<file path="src/verilog/pmb_pkg.sv">
// constants and types for the power mode and boost control block
`default_nettype none
package pmb_pkg;
  localparam logic [7:0] ADDR_ENABLES     = 8'h08;
  localparam logic [7:0] ADDR_RATE_SEL    = 8'h0E;
  localparam logic [7:0] ADDR_OUT_LEVEL   = 8'h0F;
  localparam logic [7:0] ADDR_LOAD_CTRL   = 8'h11;
  localparam logic [7:0] ADDR_STATUS      = 8'h12;
  localparam logic [7:0] ADDR_SOFT_RESET  = 8'h60;
  localparam logic [7:0] RST_ENABLES      = 8'h00;
  localparam logic [7:0] RST_RATE_SEL     = 8'h07;
  localparam logic [7:0] RST_OUT_LEVEL    = 8'h3F;
  localparam logic [7:0] RST_LOAD_CTRL    = 8'h01;
  localparam int         BIT_BOOST_EN     = 5;
  localparam int         BIT_STBY_REL     = 6;
  localparam int         BIT_COLOR_SEL_LO = 0;
  localparam int         BIT_AUTOLOAD     = 0;
  localparam int         CLK_HZ           = 20_000_000;
  localparam int         SETTLE_MS        = 10;
  localparam int         SETTLE_CYC       = SETTLE_MS * (CLK_HZ / 1000);
  // switch period in clocks per rate; 20 MHz clock cannot hit 1.67 MHz exactly
  localparam logic [4:0] PER_FAST         = 5'h0A;
  localparam logic [4:0] PER_MID          = 5'h0C;
  localparam logic [4:0] PER_SLOW         = 5'h14;
  localparam int         MIN_PULSE_NS     = 25;
  localparam int         MIN_PULSE_CYC    = (MIN_PULSE_NS * (CLK_HZ / 1_000_000) + 999) / 1000;
  localparam logic [4:0] MIN_ON           = 5'(MIN_PULSE_CYC);
  localparam int         DUTY_MAX_PCT     = 80;
  typedef enum logic [4:0] {
    ST_RESET   = 5'h01,
    ST_STANDBY = 5'h02,
    ST_STARTUP = 5'h04,
    ST_BSTART  = 5'h08,
    ST_NORMAL  = 5'h10
  } pmb_state_t;
endpackage
`default_nettype wire

</file>
<file path="src/verilog/pmb_top.sv">
// operating mode sequencer and boost converter digital control
`timescale 1ns/1ps
`default_nettype none
module pmb_top #(
  parameter int SETTLE_CYCLES = pmb_pkg::SETTLE_CYC
) (
  input  wire logic       mclk,
  input  wire logic       resetn,
  input  wire logic       supply_low,
  input  wire logic       thermal_trip,
  input  wire logic [7:0] reg_addr,
  input  wire logic [7:0] reg_wdata,
  input  wire logic       reg_wr,
  input  wire logic       reg_rd,
  input  wire logic [4:0] loop_demand,
  output logic [7:0]      reg_rdata,
  output logic            core_enable,
  output logic            boost_switch,
  output logic            boost_pfm,
  output logic            boost_pwm,
  output logic            leds_blank,
  output logic            active_load,
  output logic [7:0]      out_level,
  output logic [1:0]      color_sel
);
  // soft reset is a registered one-clock pulse, held off the async reset tree
  logic                    soft_rst_q;
  logic                    por_q;
  logic [7:0]              enables_q;
  logic [7:0]              rate_q;
  logic [7:0]              level_q;
  logic [7:0]              load_q;
  logic [23:0]             tmr_q;
  logic [23:0]             tmr_d;
  logic [7:0]              rdata_d;
  pmb_pkg::pmb_state_t     st_q;
  pmb_pkg::pmb_state_t     st_d;
  logic                    sw_raw;
  logic                    core_q;
  logic                    sw_q;
  logic                    pfm_q;
  logic                    pwm_q;
  logic                    blank_q;
  logic                    aload_q;

  wire wr_enables = reg_wr && reg_addr == pmb_pkg::ADDR_ENABLES;
  wire wr_rate    = reg_wr && reg_addr == pmb_pkg::ADDR_RATE_SEL;
  wire wr_level   = reg_wr && reg_addr == pmb_pkg::ADDR_OUT_LEVEL;
  wire wr_load    = reg_wr && reg_addr == pmb_pkg::ADDR_LOAD_CTRL;
  wire wr_softrst = reg_wr && reg_addr == pmb_pkg::ADDR_SOFT_RESET;
  wire in_reset   = soft_rst_q || por_q;
  wire boost_en   = enables_q[pmb_pkg::BIT_BOOST_EN];
  wire stby_rel   = enables_q[pmb_pkg::BIT_STBY_REL];
  wire tmr_done   = tmr_q >= 24'(SETTLE_CYCLES - 1);
  // boost enable rising while in normal mode restarts the soft start
  logic boost_en_q;
  wire  boost_rise = boost_en && !boost_en_q;

  // por flop takes the monitor level by clock, reset tree takes only constants
  always_ff @(posedge mclk or negedge resetn)
  begin
    if (!resetn)
    begin
      por_q      <= 1'b1;
      soft_rst_q <= 1'b0;
    end
    else
    begin
      por_q      <= supply_low;
      soft_rst_q <= wr_softrst;
    end
  end

  // register file: writes accepted in any order, ignored while soft reset or por is active
  always_ff @(posedge mclk or negedge resetn)
  begin
    if (!resetn)
    begin
      enables_q <= pmb_pkg::RST_ENABLES;
      rate_q    <= pmb_pkg::RST_RATE_SEL;
      level_q   <= pmb_pkg::RST_OUT_LEVEL;
      load_q    <= pmb_pkg::RST_LOAD_CTRL;
    end
    else if (in_reset)
    begin
      enables_q <= pmb_pkg::RST_ENABLES;
      rate_q    <= pmb_pkg::RST_RATE_SEL;
      level_q   <= pmb_pkg::RST_OUT_LEVEL;
      load_q    <= pmb_pkg::RST_LOAD_CTRL;
    end
    else
    begin
      if (wr_enables)
        enables_q <= reg_wdata;
      if (wr_rate)
        rate_q <= reg_wdata;
      if (wr_level)
        level_q <= reg_wdata;
      if (wr_load)
        load_q <= reg_wdata;
    end
  end

  // mode sequencer
  always_comb
  begin
    st_d  = st_q;
    tmr_d = (tmr_done) ? tmr_q : tmr_q + 24'h000001;
    case (st_q)
      pmb_pkg::ST_RESET:
      begin
        tmr_d = 24'h000000;
        if (!in_reset)
          st_d = pmb_pkg::ST_STANDBY;
      end
      pmb_pkg::ST_STANDBY:
      begin
        tmr_d = 24'h000000;
        if (stby_rel)
          st_d = pmb_pkg::ST_STARTUP;
      end
      pmb_pkg::ST_STARTUP:
      begin
        if (thermal_trip)
          tmr_d = 24'h000000;
        else if (tmr_done)
        begin
          tmr_d = 24'h000000;
          st_d  = boost_en ? pmb_pkg::ST_BSTART : pmb_pkg::ST_NORMAL;
        end
      end
      pmb_pkg::ST_BSTART:
      begin
        if (thermal_trip)
        begin
          tmr_d = 24'h000000;
          st_d  = pmb_pkg::ST_STARTUP;
        end
        else if (!boost_en)
          st_d = pmb_pkg::ST_NORMAL;
        else if (tmr_done)
          st_d = pmb_pkg::ST_NORMAL;
      end
      pmb_pkg::ST_NORMAL:
      begin
        tmr_d = 24'h000000;
        if (thermal_trip)
          st_d = pmb_pkg::ST_STARTUP;
        else if (boost_rise)
          st_d = pmb_pkg::ST_BSTART;
      end
      default:
      begin
        st_d  = pmb_pkg::ST_RESET;
        tmr_d = 24'h000000;
      end
    endcase
    if (in_reset)
      st_d = pmb_pkg::ST_RESET;
    else if (!stby_rel)
      st_d = pmb_pkg::ST_STANDBY;
  end

  always_ff @(posedge mclk or negedge resetn)
  begin
    if (!resetn)
    begin
      st_q       <= pmb_pkg::ST_RESET;
      tmr_q      <= 24'h000000;
      boost_en_q <= 1'b0;
    end
    else
    begin
      st_q       <= st_d;
      tmr_q      <= tmr_d;
      boost_en_q <= boost_en;
    end
  end

  // priority rate decode; zero field falls back to the slowest rate
  wire [4:0] period = rate_q[2] ? pmb_pkg::PER_FAST :
                      rate_q[1] ? pmb_pkg::PER_MID  : pmb_pkg::PER_SLOW;
  wire in_bstart = st_q == pmb_pkg::ST_BSTART;
  wire in_normal = st_q == pmb_pkg::ST_NORMAL;
  // rise cycle held off so no pwm pulse slips in ahead of the soft start
  wire boost_run = boost_en && (in_bstart || (in_normal && !boost_rise));
  // pfm soft start uses minimum pulses only
  wire [4:0] demand = in_bstart ? pmb_pkg::MIN_ON : loop_demand;

  // switch timing counts mclk, the single oscillator
  pmb_switch_gen u_sw (
    .mclk   (mclk),
    .resetn (resetn),
    .run    (boost_run),
    .period (period),
    .demand (demand),
    .sw_on  (sw_raw)
  );

  always_comb
  begin
    rdata_d = 8'h00;
    case (reg_addr)
      pmb_pkg::ADDR_ENABLES:    rdata_d = enables_q;
      pmb_pkg::ADDR_RATE_SEL:   rdata_d = rate_q;
      pmb_pkg::ADDR_OUT_LEVEL:  rdata_d = level_q;
      pmb_pkg::ADDR_LOAD_CTRL:  rdata_d = load_q;
      pmb_pkg::ADDR_STATUS:     rdata_d = {2'b00, thermal_trip, st_q};
      pmb_pkg::ADDR_SOFT_RESET: rdata_d = 8'h00;
      default:                  rdata_d = 8'h00;
    endcase
  end

  always_ff @(posedge mclk or negedge resetn)
  begin
    if (!resetn)
    begin
      reg_rdata <= 8'h00;
      core_q    <= 1'b0;
      sw_q      <= 1'b0;
      pfm_q     <= 1'b0;
      pwm_q     <= 1'b0;
      blank_q   <= 1'b1;
      aload_q   <= 1'b0;
    end
    else
    begin
      reg_rdata <= reg_rd ? rdata_d : 8'h00;
      core_q    <= in_bstart || in_normal;
      sw_q      <= sw_raw;
      pfm_q     <= boost_run && in_bstart;
      pwm_q     <= boost_run && in_normal;
      blank_q   <= !in_normal;
      aload_q   <= boost_run && load_q[pmb_pkg::BIT_AUTOLOAD];
    end
  end

  assign core_enable  = core_q;
  assign boost_switch = sw_q;
  assign boost_pfm    = pfm_q;
  assign boost_pwm    = pwm_q;
  assign leds_blank   = blank_q;
  assign active_load  = aload_q;
  assign out_level    = level_q;
  assign color_sel    = enables_q[pmb_pkg::BIT_COLOR_SEL_LO +: 2];
endmodule
`default_nettype wire

</file>
<file path="src/verilog/pmb_switch_gen.sv">
// switch pulse generator with minimum and maximum on-time
`timescale 1ns/1ps
`default_nettype none
module pmb_switch_gen (
  input  wire logic       mclk,
  input  wire logic       resetn,
  input  wire logic       run,
  input  wire logic [4:0] period,
  input  wire logic [4:0] demand,
  output logic            sw_on
);
  logic [4:0] cnt_q;
  logic [4:0] cnt_d;
  wire  [9:0] max_prod = {5'h00, period} * 10'(pmb_pkg::DUTY_MAX_PCT / 10);
  wire  [9:0] max_quo  = max_prod / 10'h00A;
  wire  [4:0] max_on   = max_quo[4:0];
  // clamp demand between one minimum pulse and the duty ceiling
  wire  [4:0] lo_clip  = (demand < pmb_pkg::MIN_ON) ? pmb_pkg::MIN_ON : demand;
  wire  [4:0] on_len   = (lo_clip > max_on) ? max_on : lo_clip;
  assign cnt_d = (!run || cnt_q >= period - 5'h01) ? 5'h00 : cnt_q + 5'h01;
  always_ff @(posedge mclk or negedge resetn)
  begin
    if (!resetn)
      cnt_q <= 5'h00;
    else
      cnt_q <= cnt_d;
  end
  assign sw_on = run && (cnt_q < on_len);
endmodule
`default_nettype wire

</file>
<file path="config.mk">
export PLATFORM = sky130hd
export DESIGN_NAME = pmb_top
export DESIGN_NICKNAME = d
export VERILOG_FILES = /design/src/verilog/pmb_pkg.sv /design/src/verilog/pmb_top.sv /design/src/verilog/pmb_switch_gen.sv
export SDC_FILE = /design/constraint.sdc
export NUM_CORES = 1
export LEC_CHECK = 0
export BUFFER_PORTS_ARGS = -buffer_cell sky130_fd_sc_hd__buf_2
export CORE_ASPECT_RATIO = 2
export CORE_MARGIN = 3
export CORE_UTILIZATION = 30
export CTS_CLUSTER_DIAMETER = 50
export DETAILED_ROUTE_END_ITERATION = 12
export HOLD_SLACK_MARGIN = 0.02
export PLACE_DENSITY_LB_ADDON = 0.15
export SLEW_MARGIN = 20
export SYNTH_ARGS = -nofsm -noshare
export SYNTH_HDL_FRONTEND = slang
export SYNTH_SLANG_ARGS = --single-unit
</file>
<file path="constraint.sdc">
create_clock -name mclk -period 5.6 [get_ports mclk]
set_input_delay 1.12 -clock mclk [delete_from_list [all_inputs] [get_ports mclk]]
set_output_delay 1.12 -clock mclk [all_outputs]
set_load 0.02 [all_outputs]
</file>
==> impl_metrics.toml <==
[status]
status = "finished clean"

[finish]
final_util_pct = 35.8
fillers = 1485
antennaDiodeCount = 0
syn_to_final_growth_pct = 16.5
drive_gt1_share_pct = 18.3
final_nets = 563
instances_no_fill = 717

[drt]
wl_per_cell_um = 17.0
viasPerCell = 5.26
wirelength_um = 12200
firstDrtPassIters = 4
vias = 3768
drt_iter0_drc = 249
antenna_left = 0
drcViolationCount = 0

[critical_path]
crit_required_ns = 5.86
slowest_stage = "o32ai_1"
crit_buf_inv = 0
cpPeakStageDelay_ns = 0.63
critPathArrivalTime_ns = 3.75
critical_path_class = "flip-flop to flip-flop"
cpMostUsedCell = "a21oi_1"
timing.rr.start = "st_q[1]$_DFFE_PN0P_"
path_cells = "nor2_1 > nand3_1 > and2_1 > ha_1 > a21oi_1 > a21boi_0 > o32ai_1 > nor2_1 > a21oi_1 > ha_1 > a21oi_1 > o211ai_1 > a21oi_1"
worstPathMaxFanout = 8
path_delay_family = "compound AO/OA/AOI/OAI gates"
critPathLaunchType = "flip-flop"
crit_start = "st_q[1]$_DFFE_PN0P_"
crit_path_end_kind = "flip-flop"

[floorplanning]
io_pins = 51
die_area_um2 = 16300
die_w_um = 91.7
dieHeight_um = 177
core-area_um2 = 14400
num_rows = 62
start_util_pct = 30.7

[global_routing]
antenna_found_initial = 0
grt_pass1_vias = 4002
overflow = 0
grt_pass1_wl_um = 20300
grtUsageTotal_pct = 15.9
grt_max_degree = 59

[clock_network]
cts.clk_slew.worst_paths_ns = 0.07
cts_tree = "done"
root_buffer = "clkbuf_16"
htreeDepth = 3
cts_num_sinks = 83
holdBufCountCts = 0
cts_buffers = 9
clk-insertion-delay-late_ns = 0.35
post_cts_buffers = 0
cts_resized = 0
clk_path_buf_depth = 2

[sta]
finalHoldViolCount = 0
finalSetupViolations = 0
fin_ws_ns = 2.12
period_needed_ns = 3.48
finalCritPeriodShare_pct = 62.2
slew_violations = 0
relSlewSlack_pct = 37.9
clock.fmax_mhz = 287
fin_tns_setup_ns = 0
skew_ns = 0.00907
rsz0062_at_grt = "no"
timing_worst_slew_pin_value_ns = 0.929

[logic_synthesis]
ys_types = 58
synthAdderAreaFrac_pct = 4.54
synth_top_family_by_area = "simple AND/OR/NAND/NOR gates"
yosys.area.top_type = "dfrtp_1"
ys_ff_latch = 83
synthTopCellsByArea = "dfrtp_1, dfstp_2, a21oi_1"
ys.flop_type = "dfrtp_1"
avgSynthCellArea_um2 = 9.20
ys_seq_area_share_pct = 47.5
synthCells = 479
syn_nets = 522
synth_edf_count = 0
ys_async_sr_fraction_pct = 100
synth-compound-area-share_pct = 16.0
ys_warn_count = 0
synth_top_area_share_pct = 39.7
yosys-mux-area-fraction_pct = 0.908
synth_area_um2 = 4410
yosys-top-cells-count = "dfrtp_1, nand2_1, a21oi_1"
yosys.area_share.simple_pct = 25.8
synth.most_common_cell = "dfrtp_1"
synthXorXnorAreaFrac_pct = 0.993

[pwr]
ir_drop_v = 0.000152
power_density_nw_per_um2 = 250
leakagePower_uw = 0.00214

[placement]
dp_slack_ns = 1.95
dp_cells = 701
hpwl_um = 9100
port_buffers = 50
place_congestion = 0.791

[job]
cap_violations = 0

[hold_path]
hold_class = "flip-flop to flip-flop"
worstHoldStart = "rate_q[0]$_DFFE_PN1P_"
cells by family (layout without fill, tap and decap cells):
logic type,Yosys count,after routing
xor+xnor,5,5
buf+inv,45,91
flops,83,83
mux,4,4
fa+ha+maj,16,16
simple gates,219,219
compound gates,107,107
power by group:
part / switching, uW / total (uW) / internal (uW)
Sequential: 1.98 / 604 / 602
Combinational: 47.4 / 66.2 / 18.8
Clock: 262 / 616 / 353
area by class of cell:
cell class / instances / area (um2) / area share [%]
inverters: 21 / 78.8 / 1.53
clock inverters: 7 / 82.6 / 1.61
well taps: 192 / 240 / 4.68
multi-input cells: 351 / 2130 / 41.5
flip-flops and latches: 83 / 2090 / 40.7
repair buffers: 54 / 283 / 5.50
clock buffers: 9 / 225 / 4.38
per-stage QoR:
stage / instance area, um2 / hold WS [ns] / power (uW)
after floorplan: 4410 / 0.352 / 645
after global placement: 4830 / 0.473 / 682
after detailed placement: 4830 / 0.478 / 683
after CTS: 5140 / 0.489 / 1310
after global routing: 5140 / 0.506 / 1330
final: 5140 / 0.488 / 1290
worst min-delay path: cells and delay by family, from the launching register on:
kind,cells,cell delay [ns]
and+or+nand+nor,2,0.11
DFF,1,0.37
cells in the final DEF, fill, tap and decap left out, drive strengths merged, types with 4 or more instances in the layout:
cell / instances
dfrtp: 70
nand2: 62
a21oi: 54
buf: 54
nand3: 50
nor2: 37
inv: 25
ha: 16
dfstp: 13
nor4: 11
and2: 9
clkbuf: 9
or3: 8
a222oi: 8
o21ai: 8
nor2b: 7
o31ai: 7
a22oi: 7
nor3: 7
or4: 6
and3: 6
mux2i: 4
o211ai: 4
final timing paths:
| kind | endpoint | slack, ns | cells after the start |
|---|---|---|---|
| max in group asynchronous | boost_en_q$_DFF_PN0_ | 3.85 | 2 |
| worst max-delay path | boost_switch$_DFF_PN0_ | 2.12 | 13 |
| min in group asynchronous | reg_rdata[5]$_DFF_PN0_ | 0.68 | 1 |
| worst max register to register | boost_switch$_DFF_PN0_ | 2.12 | 13 |
| worst min-delay path | rate_q[0]$_DFFE_PN1P_ | 0.49 | 2 |
| worst min register to register | rate_q[0]$_DFFE_PN1P_ | 0.49 | 2 |
sequential cells by signal, summed over array words and instances (netlist names):
signal and flops:
u_sw.cnt_q 5, boost_en_q 1, boost_pfm 1, core_enable 1, boost_pwm 1, load_q 8
boost_switch 1, enables_q 8, st_q 5, active_load 1, soft_rst_q 1, reg_rdata 8
tmr_q 24, por_q 1, out_level 8, leds_blank 1, rate_q 8
layer usage:
| metal | up-vias | GRT usage (%) | routed length [um] |
|---|---|---|---|
| met4 | 0 | 6.39 | 178 |
| met5 | - | 0 | 0 |
| met3 | 8 | 2.42 | 404 |
| li1 | 1831 | - | - |
| met1 | 1849 | 17.1 | 4640 |
| met2 | 80 | 30.4 | 6990 |
Power figures use the tool's default switching activity.
